## config.mk

```make
export PLATFORM = sky130hd
export DESIGN_NAME = cpu_bus_end_flat
export DESIGN_NICKNAME = d
export VERILOG_FILES = /design/src/core/bus_arb_pkg.sv /design/src/core/cpu_bus_if.sv /design/src/core/cpu_bus_end.sv /design/src/flat_wrapper.sv
export VERILOG_INCLUDE_DIRS = /design/src /design/src/core
export SDC_FILE = /design/constraint.sdc
export NUM_CORES = 1
export LEC_CHECK = 0
export BUFFER_PORTS_ARGS = -buffer_cell sky130_fd_sc_hd__buf_2
export CORE_ASPECT_RATIO = 0.8
export CORE_MARGIN = 4
export CORE_UTILIZATION = 45
export DETAILED_ROUTE_END_ITERATION = 12
export PLACE_DENSITY = 0.77
export SYNTH_ARGS = -nofsm -noshare
export SYNTH_HDL_FRONTEND = slang
export SYNTH_SLANG_ARGS = --single-unit
```

## constraint.sdc

```tcl
create_clock -name clk_sys -period 2.7 [get_ports clk_sys]
set_input_delay 0.27 -clock clk_sys [delete_from_list [all_inputs] [get_ports clk_sys]]
set_output_delay 0.27 -clock clk_sys [all_outputs]
set_load 0.005 [all_outputs]
```

## src/core/bus_arb_consts.svh

```systemverilog
// Numeric constants shared by both ends of the processor bus.
`ifndef BUS_ARB_CONSTS_SVH
`define BUS_ARB_CONSTS_SVH
`define FC_USER_DATA 3'h1
`define FC_USER_PROG 3'h2
`define FC_SUPV_DATA 3'h5
`define FC_SUPV_PROG 3'h6
`define FC_INT_ACK 3'h7
`define FAULT_VEC_ADDR 24'h000008
`define FAULT_VEC_NEXT 24'h00000A
`define EXC_LAST_WRITE 4'h5
`define EXC_VEC_HI_STEP 4'h6
`define EXC_LAST_STEP 4'h7
`define TAS_UPPER_MASK 16'h8000
`define TAS_LOWER_MASK 16'h0080
`define GRANT_HOLD_CYC 4'h2
`define REGRANT_CYC 4'h2
`define CLK_PERIOD_NS 4
`define FAULT_WATCH_NS 200
`define FAULT_WATCH_CYC ((`FAULT_WATCH_NS + `CLK_PERIOD_NS - 1) / `CLK_PERIOD_NS)
`define FAULT_TO_HALT_CYC 1
`define ACK_NEVER 8'hFF
`endif

```

## src/core/bus_arb_pkg.sv

```systemverilog
// State types for the processor bus ends.
package bus_arb_pkg;
    typedef enum logic [7:0] {
        bs_idle = 8'h01, bs_s0 = 8'h02, bs_strb = 8'h04, bs_wait = 8'h08,
        bs_end = 8'h10, bs_mod = 8'h20, bs_float = 8'h40, bs_halt = 8'h80
    } bus_state_t;
    typedef enum logic [3:0] {
        as_idle = 4'h1, as_grant = 4'h2, as_owned = 4'h4, as_regrant = 4'h8
    } arb_state_t;
    typedef enum logic [3:0] {
        ms_idle = 4'h1, ms_req = 4'h2, ms_wait = 4'h4, ms_own = 4'h8
    } master_state_t;
    typedef enum logic [2:0] {
        fs_idle = 3'h1, fs_fault = 3'h2, fs_tail = 3'h4
    } fault_state_t;
endpackage : bus_arb_pkg

```

## src/core/cpu_bus_if.sv

```systemverilog
// Pin-level bundle between the processor end and the external end.
`timescale 1ns/100ps
`default_nettype none
interface cpu_bus_if;
    logic [23:1] addr;
    logic addr_oe_n;
    logic [15:0] data_out;
    logic data_oe_n;
    logic [15:0] data_in;
    logic address_strobe_n;
    logic upper_byte_strobe_n;
    logic lower_byte_strobe_n;
    logic read_write;
    logic ctl_oe_n;
    logic [2:0] cycle_space_code;
    logic fc_oe_n;
    logic transfer_ack_n;
    logic bus_request_n;
    logic bus_grant_n;
    logic grant_acknowledge_n;
    logic bus_fault_in_n;
    logic halt_n;
    modport cpu_end (
        output addr, addr_oe_n, data_out, data_oe_n, address_strobe_n,
        output upper_byte_strobe_n, lower_byte_strobe_n, read_write, ctl_oe_n,
        output cycle_space_code, fc_oe_n, bus_grant_n,
        input data_in, transfer_ack_n, bus_request_n, grant_acknowledge_n,
        input bus_fault_in_n, halt_n
    );
    modport ext_end (
        input addr, addr_oe_n, data_out, data_oe_n, address_strobe_n,
        input upper_byte_strobe_n, lower_byte_strobe_n, read_write, ctl_oe_n,
        input cycle_space_code, fc_oe_n, bus_grant_n,
        output data_in, transfer_ack_n, bus_request_n, grant_acknowledge_n,
        output bus_fault_in_n, halt_n
    );
endinterface : cpu_bus_if
`default_nettype wire

```

## src/core/cpu_bus_end.sv

```systemverilog
// Processor end: bus cycles, arbitration, fault termination and re-run.
`timescale 1ns/100ps
`default_nettype none
`include "bus_arb_consts.svh"
module cpu_bus_end (
    input wire logic clk_sys,
    input wire logic sys_rst,
    cpu_bus_if.cpu_end bus,
    input wire logic cyc_start,
    input wire logic cyc_write,
    input wire logic cyc_word,
    input wire logic cyc_tas,
    input wire logic cyc_supervisor,
    input wire logic cyc_program,
    input wire logic cyc_int_ack,
    input wire logic [23:0] cyc_addr,
    input wire logic [15:0] cyc_wdata,
    input wire logic [23:0] stack_ptr,
    input wire logic [23:0] prog_counter,
    input wire logic [15:0] status_word,
    output logic cyc_ready,
    output logic cyc_done,
    output logic exc_done,
    output logic halted,
    output logic [15:0] cyc_rdata,
    output logic [31:0] exc_new_pc
);
    bus_arb_pkg::bus_state_t bus_state, next_bus;
    bus_arb_pkg::arb_state_t arb_state, next_arb;
    logic [4:0] sync_a, sync_b;
    logic [3:0] arb_cnt, next_cnt, exc_step;
    logic [23:0] cur_addr, exc_sp, fault_addr;
    logic [15:0] cur_wdata, fault_stat;
    logic [2:0] cur_fc;
    logic cur_write, cur_word, cur_rmw, rmw_phase, fault_hit, exc_active, gack_d;

    // Two falling-edge stages; rising-edge logic only sees the second
    wire [4:0] raw_in = {!bus.transfer_ack_n, !bus.bus_request_n, !bus.grant_acknowledge_n,
        !bus.bus_fault_in_n, !bus.halt_n};
    always_ff @(negedge clk_sys) begin
        if (sys_rst) begin
            sync_a <= 5'h00;
            sync_b <= 5'h00;
        end else begin
            sync_a <= raw_in;
            sync_b <= sync_a;
        end
    end
    wire ack_s = sync_b[4];
    wire req_s = sync_b[3];
    wire gack_s = sync_b[2];
    wire fault_s = sync_b[1];
    wire halt_s = sync_b[0];

    // State decode
    wire st_idle = bus_state == bus_arb_pkg::bs_idle;
    wire st_s0 = bus_state == bus_arb_pkg::bs_s0;
    wire st_strb = bus_state == bus_arb_pkg::bs_strb;
    wire st_wait = bus_state == bus_arb_pkg::bs_wait;
    wire st_end = bus_state == bus_arb_pkg::bs_end;
    wire st_mod = bus_state == bus_arb_pkg::bs_mod;
    wire st_float = bus_state == bus_arb_pkg::bs_float;
    wire st_halt = bus_state == bus_arb_pkg::bs_halt;
    wire in_cyc = st_s0 || st_strb || st_wait || st_end;

    // No new cycle while someone asks for or holds the bus
    wire may_start = arb_state == bus_arb_pkg::as_idle && !req_s && !gack_s && !halt_s;
    wire load_exc = st_idle && may_start && exc_active;
    wire load_user = st_idle && may_start && !exc_active && cyc_start;
    wire normal_end = st_end && !fault_hit;
    wire float_exit = st_float && !fault_s;
    assign cyc_ready = st_idle && may_start && !exc_active;

    // Cycle-space code of a user request
    wire [2:0] user_fc = cyc_int_ack ? `FC_INT_ACK :
        {cyc_supervisor, cyc_program, !cyc_program};

    // Exception frame: six pushes downward, then two vector reads
    wire exc_is_write = exc_step <= `EXC_LAST_WRITE;
    wire [23:0] push_addr = exc_sp - {19'h00000, exc_step + 4'h1, 1'b0};
    wire [23:0] exc_addr = exc_is_write ? push_addr :
        (exc_step == `EXC_VEC_HI_STEP) ? `FAULT_VEC_ADDR : `FAULT_VEC_NEXT;
    wire [15:0] exc_data = (exc_step == 4'h0) ? prog_counter[15:0] :
        (exc_step == 4'h1) ? {8'h00, prog_counter[23:16]} :
        (exc_step == 4'h2) ? status_word :
        (exc_step == 4'h3) ? fault_addr[15:0] :
        (exc_step == 4'h4) ? {8'h00, fault_addr[23:16]} : fault_stat;
    // Test-and-set marks the addressed byte's top bit
    wire [15:0] tas_data = cur_addr[0] ? (cyc_rdata | `TAS_LOWER_MASK) :
        (cyc_rdata | `TAS_UPPER_MASK);

    // Bus cycle sequencer
    always_comb begin
        next_bus = bus_state;
        case (bus_state)
            bus_arb_pkg::bs_idle: if (load_exc || load_user) next_bus = bus_arb_pkg::bs_s0;
            bus_arb_pkg::bs_s0: next_bus = bus_arb_pkg::bs_strb;
            bus_arb_pkg::bs_strb: next_bus = bus_arb_pkg::bs_wait;
            bus_arb_pkg::bs_wait: begin
                if (fault_s) next_bus = bus_arb_pkg::bs_end;
                else if (ack_s && cur_rmw && !rmw_phase) next_bus = bus_arb_pkg::bs_mod;
                else if (ack_s) next_bus = bus_arb_pkg::bs_end;
            end
            bus_arb_pkg::bs_mod: next_bus = bus_arb_pkg::bs_strb;
            bus_arb_pkg::bs_end: begin
                if (!fault_hit) next_bus = bus_arb_pkg::bs_idle;
                else if (halt_s && !cur_rmw) next_bus = bus_arb_pkg::bs_halt;
                else next_bus = bus_arb_pkg::bs_float;
            end
            bus_arb_pkg::bs_float: if (!fault_s) next_bus = bus_arb_pkg::bs_idle;
            bus_arb_pkg::bs_halt: if (!halt_s) next_bus = bus_arb_pkg::bs_s0;
            default: next_bus = bus_arb_pkg::bs_idle;
        endcase
    end
    always_ff @(posedge clk_sys) begin
        if (sys_rst) bus_state <= bus_arb_pkg::bs_idle;
        else bus_state <= next_bus;
    end

    // Cycle record; a halted re-run starts again from it untouched
    always_ff @(posedge clk_sys) begin
        if (sys_rst) begin
            cur_addr <= 24'h000000;
            cur_wdata <= 16'h0000;
            cur_fc <= `FC_SUPV_DATA;
            cur_write <= 1'b0;
            cur_word <= 1'b0;
            cur_rmw <= 1'b0;
            rmw_phase <= 1'b0;
        end else if (load_user) begin
            cur_addr <= cyc_addr;
            cur_wdata <= cyc_wdata;
            cur_fc <= user_fc;
            cur_write <= cyc_write && !cyc_tas;
            cur_word <= cyc_word && !cyc_tas;
            cur_rmw <= cyc_tas;
            rmw_phase <= 1'b0;
        end else if (load_exc) begin
            cur_addr <= exc_addr;
            cur_wdata <= exc_data;
            cur_fc <= `FC_SUPV_DATA;
            cur_write <= exc_is_write;
            cur_word <= 1'b1;
            cur_rmw <= 1'b0;
            rmw_phase <= 1'b0;
        end else if (st_mod) begin
            cur_wdata <= tas_data;
            cur_write <= 1'b1;
            rmw_phase <= 1'b1;
        end
    end

    // Read data and fault mark
    always_ff @(posedge clk_sys) begin
        if (sys_rst) begin
            cyc_rdata <= 16'h0000;
            fault_hit <= 1'b0;
        end else begin
            if (st_wait && ack_s && !fault_s && !cur_write) cyc_rdata <= bus.data_in;
            if (st_wait && fault_s) fault_hit <= 1'b1;
            else if (float_exit || (st_halt && !halt_s)) fault_hit <= 1'b0;
        end
    end

    // Exception stacking starts only once the fault input is released
    always_ff @(posedge clk_sys) begin
        if (sys_rst) begin
            exc_active <= 1'b0;
            exc_step <= 4'h0;
            exc_sp <= 24'h000000;
            fault_addr <= 24'h000000;
            fault_stat <= 16'h0000;
            exc_new_pc <= 32'h00000000;
        end else if (float_exit) begin
            exc_active <= 1'b1;
            exc_step <= 4'h0;
            exc_sp <= stack_ptr;
            fault_addr <= cur_addr;
            fault_stat <= {11'h000, cur_rmw, !cur_write, cur_fc};
        end else if (normal_end && exc_active) begin
            if (exc_step == `EXC_VEC_HI_STEP) exc_new_pc[31:16] <= cyc_rdata;
            if (exc_step == `EXC_LAST_STEP) exc_new_pc[15:0] <= cyc_rdata;
            if (exc_step == `EXC_LAST_STEP) exc_active <= 1'b0;
            else exc_step <= exc_step + 4'h1;
        end
    end
    always_ff @(posedge clk_sys) begin
        if (sys_rst) begin
            cyc_done <= 1'b0;
            exc_done <= 1'b0;
        end else begin
            cyc_done <= normal_end && !exc_active;
            exc_done <= normal_end && exc_active && exc_step == `EXC_LAST_STEP;
        end
    end

    // Arbiter: grant as soon as possible, but not while S0 is under way
    wire gack_rise = gack_s && !gack_d;
    always_comb begin
        next_arb = arb_state;
        next_cnt = arb_cnt;
        case (arb_state)
            bus_arb_pkg::as_idle: if (req_s && !st_s0) next_arb = bus_arb_pkg::as_grant;
            bus_arb_pkg::as_grant: begin
                if (gack_rise) begin
                    next_arb = bus_arb_pkg::as_owned;
                    next_cnt = 4'h0;
                end else if (!req_s) next_arb = bus_arb_pkg::as_idle;
            end
            bus_arb_pkg::as_owned: begin
                if (arb_cnt == `GRANT_HOLD_CYC) begin
                    next_arb = bus_arb_pkg::as_regrant;
                    next_cnt = 4'h0;
                end else next_cnt = arb_cnt + 4'h1;
            end
            bus_arb_pkg::as_regrant: begin
                if (arb_cnt != `REGRANT_CYC) next_cnt = arb_cnt + 4'h1;
                else if (req_s) next_arb = bus_arb_pkg::as_grant;
                else if (!gack_s) next_arb = bus_arb_pkg::as_idle;
            end
            default: next_arb = bus_arb_pkg::as_idle;
        endcase
    end
    always_ff @(posedge clk_sys) begin
        if (sys_rst) begin
            arb_state <= bus_arb_pkg::as_idle;
            arb_cnt <= 4'h0;
            gack_d <= 1'b0;
        end else begin
            arb_state <= next_arb;
            arb_cnt <= next_cnt;
            gack_d <= gack_s;
        end
    end

    // Pin drive; tri-state control is true while another master holds the bus
    wire as_on = st_strb || st_wait || st_mod;
    wire strobe_on = st_strb || st_wait;
    wire tri_ctl = gack_s && !as_on;
    wire idle_halt = st_halt || (st_idle && halt_s);
    wire float_ad = tri_ctl || st_float || idle_halt;
    assign bus.addr = cur_addr[23:1];
    assign bus.addr_oe_n = float_ad;
    assign bus.data_out = cur_wdata;
    assign bus.data_oe_n = !(cur_write && in_cyc) || float_ad;
    assign bus.address_strobe_n = !as_on;
    assign bus.upper_byte_strobe_n = !(strobe_on && (cur_word || !cur_addr[0]));
    assign bus.lower_byte_strobe_n = !(strobe_on && (cur_word || cur_addr[0]));
    assign bus.read_write = !(cur_write && in_cyc);
    assign bus.ctl_oe_n = tri_ctl;
    assign bus.cycle_space_code = cur_fc;
    assign bus.fc_oe_n = tri_ctl || idle_halt;
    assign bus.bus_grant_n = !(arb_state == bus_arb_pkg::as_grant ||
        arb_state == bus_arb_pkg::as_owned);
    assign halted = idle_halt;
endmodule : cpu_bus_end
`default_nettype wire

```

## src/flat_wrapper.sv

```systemverilog
// flat-port wrapper written by rule: the top's interface ports become plain ports
module cpu_bus_end_flat 
  (clk_sys, sys_rst, cyc_start, cyc_write, cyc_word, cyc_tas, cyc_supervisor, cyc_program, cyc_int_ack, cyc_addr, cyc_wdata, stack_ptr, prog_counter, status_word, cyc_ready, cyc_done, exc_done, halted, cyc_rdata, exc_new_pc, bus_addr, bus_addr_oe_n, bus_data_out, bus_data_oe_n, bus_address_strobe_n, bus_upper_byte_strobe_n, bus_lower_byte_strobe_n, bus_read_write, bus_ctl_oe_n, bus_cycle_space_code, bus_fc_oe_n, bus_bus_grant_n, bus_data_in, bus_transfer_ack_n, bus_bus_request_n, bus_grant_acknowledge_n, bus_bus_fault_in_n, bus_halt_n);
  cpu_bus_if bus_i ();
  input wire logic clk_sys;
  input wire logic sys_rst;
  input wire logic cyc_start;
  input wire logic cyc_write;
  input wire logic cyc_word;
  input wire logic cyc_tas;
  input wire logic cyc_supervisor;
  input wire logic cyc_program;
  input wire logic cyc_int_ack;
  input wire logic [23:0] cyc_addr;
  input wire logic [15:0] cyc_wdata;
  input wire logic [23:0] stack_ptr;
  input wire logic [23:0] prog_counter;
  input wire logic [15:0] status_word;
  output logic cyc_ready;
  output logic cyc_done;
  output logic exc_done;
  output logic halted;
  output logic [15:0] cyc_rdata;
  output logic [31:0] exc_new_pc;
  output wire logic [$bits(bus_i.addr)-1:0] bus_addr;
  output wire logic [$bits(bus_i.addr_oe_n)-1:0] bus_addr_oe_n;
  output wire logic [$bits(bus_i.data_out)-1:0] bus_data_out;
  output wire logic [$bits(bus_i.data_oe_n)-1:0] bus_data_oe_n;
  output wire logic [$bits(bus_i.address_strobe_n)-1:0] bus_address_strobe_n;
  output wire logic [$bits(bus_i.upper_byte_strobe_n)-1:0] bus_upper_byte_strobe_n;
  output wire logic [$bits(bus_i.lower_byte_strobe_n)-1:0] bus_lower_byte_strobe_n;
  output wire logic [$bits(bus_i.read_write)-1:0] bus_read_write;
  output wire logic [$bits(bus_i.ctl_oe_n)-1:0] bus_ctl_oe_n;
  output wire logic [$bits(bus_i.cycle_space_code)-1:0] bus_cycle_space_code;
  output wire logic [$bits(bus_i.fc_oe_n)-1:0] bus_fc_oe_n;
  output wire logic [$bits(bus_i.bus_grant_n)-1:0] bus_bus_grant_n;
  input wire logic [$bits(bus_i.data_in)-1:0] bus_data_in;
  input wire logic [$bits(bus_i.transfer_ack_n)-1:0] bus_transfer_ack_n;
  input wire logic [$bits(bus_i.bus_request_n)-1:0] bus_bus_request_n;
  input wire logic [$bits(bus_i.grant_acknowledge_n)-1:0] bus_grant_acknowledge_n;
  input wire logic [$bits(bus_i.bus_fault_in_n)-1:0] bus_bus_fault_in_n;
  input wire logic [$bits(bus_i.halt_n)-1:0] bus_halt_n;
  assign bus_addr = bus_i.addr;
  assign bus_addr_oe_n = bus_i.addr_oe_n;
  assign bus_data_out = bus_i.data_out;
  assign bus_data_oe_n = bus_i.data_oe_n;
  assign bus_address_strobe_n = bus_i.address_strobe_n;
  assign bus_upper_byte_strobe_n = bus_i.upper_byte_strobe_n;
  assign bus_lower_byte_strobe_n = bus_i.lower_byte_strobe_n;
  assign bus_read_write = bus_i.read_write;
  assign bus_ctl_oe_n = bus_i.ctl_oe_n;
  assign bus_cycle_space_code = bus_i.cycle_space_code;
  assign bus_fc_oe_n = bus_i.fc_oe_n;
  assign bus_bus_grant_n = bus_i.bus_grant_n;
  assign bus_i.data_in = bus_data_in;
  assign bus_i.transfer_ack_n = bus_transfer_ack_n;
  assign bus_i.bus_request_n = bus_bus_request_n;
  assign bus_i.grant_acknowledge_n = bus_grant_acknowledge_n;
  assign bus_i.bus_fault_in_n = bus_bus_fault_in_n;
  assign bus_i.halt_n = bus_halt_n;
  cpu_bus_end u_core (.clk_sys(clk_sys), .sys_rst(sys_rst), .bus(bus_i), .cyc_start(cyc_start), .cyc_write(cyc_write), .cyc_word(cyc_word), .cyc_tas(cyc_tas), .cyc_supervisor(cyc_supervisor), .cyc_program(cyc_program), .cyc_int_ack(cyc_int_ack), .cyc_addr(cyc_addr), .cyc_wdata(cyc_wdata), .stack_ptr(stack_ptr), .prog_counter(prog_counter), .status_word(status_word), .cyc_ready(cyc_ready), .cyc_done(cyc_done), .exc_done(exc_done), .halted(halted), .cyc_rdata(cyc_rdata), .exc_new_pc(exc_new_pc));
endmodule
```

# ---- Yosys cells after proc, flatten, opt, wreduce, memory -nomap -nowiden
# Cells that the tools add are included.
dict set report totals {
  reg_bits 183
  in_bits 134
  output_inout_bits 103
  word_cells 195
}
dict set report classes {
  n_addsub 3
  magnitude_cmp 1
  n_eq_ne 31
  n_mux 49
  bitwise_logic 2
  reduce_logical 85
}
# cell n
set ops {}
lappend ops {{16-bit two-way mux} 8}
lappend ops {{24-bit two-way mux} 3}
lappend ops {{8-bit two-way mux} 9}
lappend ops {{8-bit one-hot mux with 7 select lines} 1}
lappend ops {{4-bit two-way mux} 10}
lappend ops {{1-bit logical AND} 29}
lappend ops {{1-bit logical NOT} 24}
lappend ops {{24-bit by 5-bit subtractor with 24-bit output} 1}
lappend ops {{4-bit by 2-bit equality test with 1-bit output, second input constant} 4}
lappend ops {{4-bit by 3-bit equality test with 1-bit output, second input constant} 4}
lappend ops {{4-bit one-hot mux with 4 select lines} 1}
lappend ops {{1-bit logical OR} 15}
lappend ops {{1-bit two-way mux} 12}
lappend ops {{4-bit one-hot mux with 3 select lines} 1}
lappend ops {{2-bit != test, second input constant} 5}
lappend ops {{3-bit two-way mux} 3}
lappend ops {{3-bit AND reduction} 3}
lappend ops {{4-bit by 1-bit adder with 4-bit output, second input constant} 2}
lappend ops {{4-bit by 1-bit equality test with 1-bit output, second input constant} 2}
lappend ops {{8-bit by 1-bit equality test with 1-bit output, second input constant} 1}
lappend ops {{8-bit by 2-bit equality test with 1-bit output, second input constant} 1}
lappend ops {{8-bit by 3-bit equality test with 1-bit output, second input constant} 1}
lappend ops {{8-bit by 4-bit equality test with 1-bit output, second input constant} 1}
lappend ops {{8-bit by 5-bit equality test with 1-bit output, second input constant} 1}
lappend ops {{19 further kinds} 29}

# ---- Longest topological paths before layout
# Gate-level depths: netlist of run 1.
dict set report depth {
  depth_word 10
  depth_mapped 11
  depth_no_buf 11
}

==> results.toml, run 1 <==
[setup_path]
worstPathMaxFanout = 2
cp-end-kind = "output pin"
required_ns = 2.43
path_common_cell = "buf_6"
path_cells = "or4b_4 -> nor4_4 -> buf_4 -> and2b_1 -> buf_6 -> buf_6"
crit_type = "reg -> out"
critPathMaxStageDelay_ns = 0.53
crit_path_start_kind = "flip-flop"
critPathSlowestCell = "or4b_4"
arrival_ns = 3.39

[power]
power.share.sequential = 0.421
power_density_nw_per_um2 = 624.4
p_leak_nw = 5.047
p_sw_frac = 0.3120
combPwrFrac = 0.225
p_switching_mw = 2.257
cell_internal_pwr_mw = 4.976
vdd_drop_max_uv = 347.2
power.share.clock = 0.354

[finish]
nFillCells = 1666
drive_gt1_frac = 0.3232
final_area_um2 = 11580
fin_nets = 1486
area_growth_pct = 32.14
stdcell_count = 1615

[grt]
first_global_vias = 8157
grt_usage = 0.2587
gr-total-overflow = 0
antenna_found_initial = 3
grt_max_degree = 89
grt_first_pass_wirelength_um = 44510

[worst_hold_path]
min-delay-path-class = "in -> reg"

[routing]
drc = 0
drt-initial-drc-count = 1044
ant_nets = 0
viasPerCell = 5.539
routed_wl_um = 29940
wire_per_inst_um = 18.54
vias = 8946
drt_first_pass_iters = 5

[cts]
cts.sinks = 183
clk_pin_slew_ns = 0.07
insertion_delay_ns = 0.47
numCtsBuffers = 17
htreeDepth = 4
cts-root-buf = "clkbuf_16"
cts_buffer_depth = 2
cts_tree = "done"

[placed_design]
place_congestion = 0.9178
place_area_um2 = 10330
dp_slack_ns = -0.8079
placedCellCount = 1554
port-buffer-count = 236
post-dp-hpwl_um = 20850

[logic_synthesis]
synth_top_area_share = 0.4179
yosysTopAreaCell = "dfxtp_1"
ys_types = 68
syn_inst = 1099
yosys_warnings = 0
synth_commonest_cells = "nand2_1, dfxtp_1, a21oi_1"
synth_edf_count = 0
netlist_area_um2 = 8766
synth_nets = 1243
ys_seq_area_frac = 0.4179
syn_area_per_cell_um2 = 7.976
synth_area_leaders = "dfxtp_1, nand2_1, a21oi_1"
async_flop_share = 0
yosysMostFrequentCell = "nand2_1"
synth-seq-cells = 183
ys.flop_type = "dfxtp_1"

[timing]
final_hold_viol_count = 0
fin_skew_ns = 0.04099
setup_viol_count_final = 81
setup_ws_ns = -0.9565
relSlewSlack = 0.2892
drv_slew = 0
finalSetupTns_ns = -47.20
rsz0062_at_grt = "yes"
hold-worst-slack_ns = 0.06325
tightest_slew_ns = 1.066

[floorplan]
die_area_um2 = 21790
start_util = 0.4606
core_area_um2 = 19030
ios = 237
dieHeight_um = 132.8
fp.dieW_um = 164.0
rows = 45

[run_status]
status = "complete, but fails checks"
violations = "negative setup slack"

[run]
cap_violations = 0
==> layout by cell type, fill, tap and decap left out, drive strengths merged, types with 11 or more instances in the layout <==
| master | Yosys | routed |
|---|---|---|
| nor3 | 30 | 30 |
| buf | 42 | 306 |
| nor2b | 13 | 13 |
| inv | 18 | 34 |
| xnor2 | 18 | 18 |
| nand2 | 231 | 231 |
| o22ai | 24 | 24 |
| clkbuf | 53 | 22 |
| a22oi | 22 | 22 |
| dfxtp | 183 | 183 |
| nor2 | 98 | 98 |
| mux2i | 21 | 21 |
| a21oi | 141 | 141 |
| xor2 | 13 | 13 |
| a211o | 11 | 11 |
| o21ai | 30 | 30 |
| a211oi | 18 | 18 |
| nand3 | 17 | 17 |
==> layout make-up <==
class	instances	area (um^2)	share of cell area
Antenna cell	2	5.005	0.0004321
Sequential cell	183	3667	0.3166
Multi-Input combinational cell	803	4858	0.4194
Timing Repair Buffer	310	2047	0.1767
Clock inverter	24	190.2	0.01642
Tap cell	258	322.8	0.02787
Inverter	17	63.81	0.005509
Clock buffer	18	429.2	0.03705
==> state kept, by name, indices dropped and copies added, names as in the netlist, 8 cells and up <==
name,flops
u_core.bus.data_out,16
u_core.fault_addr,24
u_core.cur_addr,24
u_core.bus_state,8
u_core.exc_new_pc,32
u_core.exc_sp,24
u_core.cyc_rdata,16
==> cells by family after synthesis <==
logic type | Yosys count | synth area share
buffers and inverters | 113 | 0.06337
DFF | 183 | 0.4179
muxes | 21 | 0.02398
AOI/OAI and AO/OA | 275 | 0.1994
and+or+nand+nor | 463 | 0.2458
adders and majority gates | 13 | 0.01856
xor gates and xnor gates | 31 | 0.03097
==> final timing paths <==
path | from | endpoint | slack (ns) | cells past startpoint
max | u_core.sync_b[2] | cyc_ready | -0.96 | 6
min | bus_data_in[13] | u_core.cyc_rdata[13] | 0.06 | 3
max reg2reg | u_core.sync_b[2] | u_core.cur_addr[3] | -0.94 | 11
min reg2reg | u_core.sync_a[1] | u_core.sync_b[1] | 0.42 | 1
==> layer usage <==
layer / up-vias / part of all wire / wire length, um / global-route usage
met1: 4265 / 0.45 / 13420 / 0.3624
li1: 4257 / - / - / -
met4: 2 / 0.020 / 613 / 0.07219
met5: - / 0.00043 / 13 / 0
met3: 46 / 0.073 / 2178 / 0.06602
met2: 376 / 0.46 / 13720 / 0.3963
==> power groups by stage <==
| stage | clock (mW) | combinational (mW) | sequential, mW |
|---|---|---|---|
| floorplan | 0.0251 | 0.856 | 3.04 |
| global placement | 0.0251 | 1.34 | 3.09 |
| detailed placement | 0.0251 | 1.37 | 3.09 |
| CTS | 2.59 | 1.49 | 3.03 |
| global route | 2.72 | 1.75 | 3.06 |
| finish | 2.56 | 1.63 | 3.04 |
==> worst max-delay path, delay by kind of cell, from the launching register on <==
kind / cells / cell delay [ns]
buffers and inverters: 3 / 0.36
DFF: 1 / 0.31
and+or+nand+nor: 3 / 0.90
==> per-stage QoR <==
step                power, mW  utilization
floorplan               3.921            -
global placement        4.457       0.5428
detailed placement      4.489       0.5428
CTS                     7.114       0.5912
global route            7.528       0.6087
finish                  7.233       0.6087
==> what timing repair did <==
| action | 4_1_cts | 5_1_grt |
|---|---|---|
| endpoints found under the setup margin | 117 | 93 |
| pin swaps | 10 | 11 |
| setup buffers | 6 | 3 |
| hold buffers | 0 | 0 |
| resized for setup | 38 | 46 |
| cloned | 4 | 5 |
Power figures use the tool's default switching activity.
==> inputs of run 2 (changes only) <==
CORE_ASPECT_RATIO = default   (was 0.8)
==> results.toml, run 2 (synthesized netlist as in run 1, its figures left out) <==
[power]
p_leak_nw = 5.157
power_density_nw_per_um2 = 625.1
p_total_mw = 7.427
vdd_drop_max_uv = 396.4

[grt]
grt_usage = 0.2585
grt_max_degree = 168
antenna_found_initial = 6
first_global_vias = 8531
gr-total-overflow = 0
grt_first_pass_wirelength_um = 45050

[setup_path]
critPathSlowestCell = "or4b_4"
arrival_ns = 4.02
path_buf_inv = 2
worstPathMaxFanout = 5
cp-end-kind = "flip-flop"
path_delay_family = "simple AND/OR/NAND/NOR gates"
path_cells = "or4b_4 -> nor4_4 -> buf_4 -> and2_4 -> nand2_4 -> or2_4 -> clkbuf_16 -> o22ai_2"
critPathMaxStageDelay_ns = 0.53
crit_type = "reg -> reg"
crit_path_start_kind = "flip-flop"
required_ns = 3.06

[finish]
largest-register = "u_core.exc_new_pc"
drive_gt1_frac = 0.3375
largest_reg_flops = 32
seq_area_um2 = 3667
nFillCells = 1606
area_growth_pct = 35.55
final_common_cell = "buf_2"
multi_input_area_um2 = 4930
fin_nets = 1506
most-common-layout-cells = "buf_2, nand2_1, dfxtp_1"
fin_util = 0.6269

[worst_hold_path]
min-delay-path-class = "in -> reg"

[placed_design]
post-dp-hpwl_um = 20970
place_congestion = 0.9234
port-buffer-count = 236
dp_slack_ns = -0.8448

[run_status]
status = "complete, but fails checks"
violations = "negative setup slack"

[floorplan]
rows = 50
fp.dieW_um = 147.6
die_area_um2 = 21780
core_area_um2 = 18960
start_util = 0.4624
dieHeight_um = 147.6
ios = 237

[routing]
viasPerCell = 5.526
vias = 9062
wire_per_inst_um = 18.57
drt-initial-drc-count = 671
drt_first_pass_iters = 5
ant_nets = 0
drc = 0
routed_wl_um = 30450

[cts]
insertion_delay_ns = 0.46
cts_buffer_depth = 2
cts_tree = "done"
cts-root-buf = "clkbuf_16"
clk_pin_slew_ns = 0.07
cts.sinks = 183
cts_hold_buffers = 0
numCtsBuffers = 17
htreeDepth = 4

[timing]
relSlewSlack = 0.4274
rsz0062_at_grt = "yes"
setup_ws_ns = -0.9639
tightest_slew_ns = 0.8589
drv_slew = 0
setup_viol_count_final = 81
fin_skew_ns = 0.03528
final_hold_viol_count = 0

[run]
cap_violations = 0
run 2: cell count changes in the layout (fill, tap and decap cells not counted), moves of 4 or more:
cell	change
buf_4	+13
a22oi_1	-6
a22oi_2	+6
buf_12	+6
nor2_1	+6
nor2_2	-5
o22ai_2	-4
o22ai_4	+4
run 2: worst reg2reg max path, cell delays in order, from the launching register on:
cell	delay [ns]
dfxtp_1	0.31
or4b_4	0.53
nor4_4	0.31
buf_4	0.22
and2_4	0.18
nand2_4	0.05
or2_4	0.33
clkbuf_16	0.18
o22ai_2	0.09
run 2: path summary, 6_finish.rpt:
kind                     from                  end  depth (start not counted)  slack (ns)
min reg2reg  u_core.sync_a[1]     u_core.sync_b[1]                          1        0.44
max reg2reg  u_core.sync_b[0]   u_core.cur_addr[7]                          8       -0.96
min            bus_data_in[5]  u_core.cyc_rdata[5]                          3        0.06
max          u_core.sync_b[0]   u_core.cur_addr[7]                          8       -0.96
run 2: area by class of cell:
class | instances | area share
multi-input combinational | 803 | 0.4149
sequential | 183 | 0.3086
timing repair buffer | 330 | 0.1911
clock buffer | 17 | 0.03580
tap | 260 | 0.02738
clock inverter | 25 | 0.01579
inverter | 17 | 0.005370
antenna | 5 | 0.001053
run 2: where the power goes:
group | internal [mW] | switching (mW)
clock | 1.25 | 1.25
sequential | 2.87 | 0.182
combinational | 0.961 | 0.909
total | 5.09 | 2.34
run 2: per-stage QoR:
step,hold slack (ns),instance area [um^2],TNS (ns),cells
after floorplan,0.4060,8846,-31.52,1099
after global routing,0.06057,11880,-53.03,1640
after global placement,0.4197,10400,-38.44,1560
after detailed placement,0.4355,10400,-41.64,1560
final,0.06258,11880,-49.05,1640
after CTS,0.05253,11330,-46.68,1612
run 2: routing by layer:
metal | track usage | wire length (um) | up-vias
met4 | 0.1011 | 975 | 2
met1 | 0.3278 | 12320 | 4234
met2 | 0.4223 | 14650 | 433
met3 | 0.06714 | 2496 | 82
li1 | - | - | 4311
met5 | 0 | 13 | -
run 2: what timing repair did:
item	4_1_cts	5_1_grt
resized for setup	51	47
gates cloned	2	8
setup buffers	9	15
hold endpoints to repair	0	0
setup endpoints to repair	129	112
pin swaps	19	23
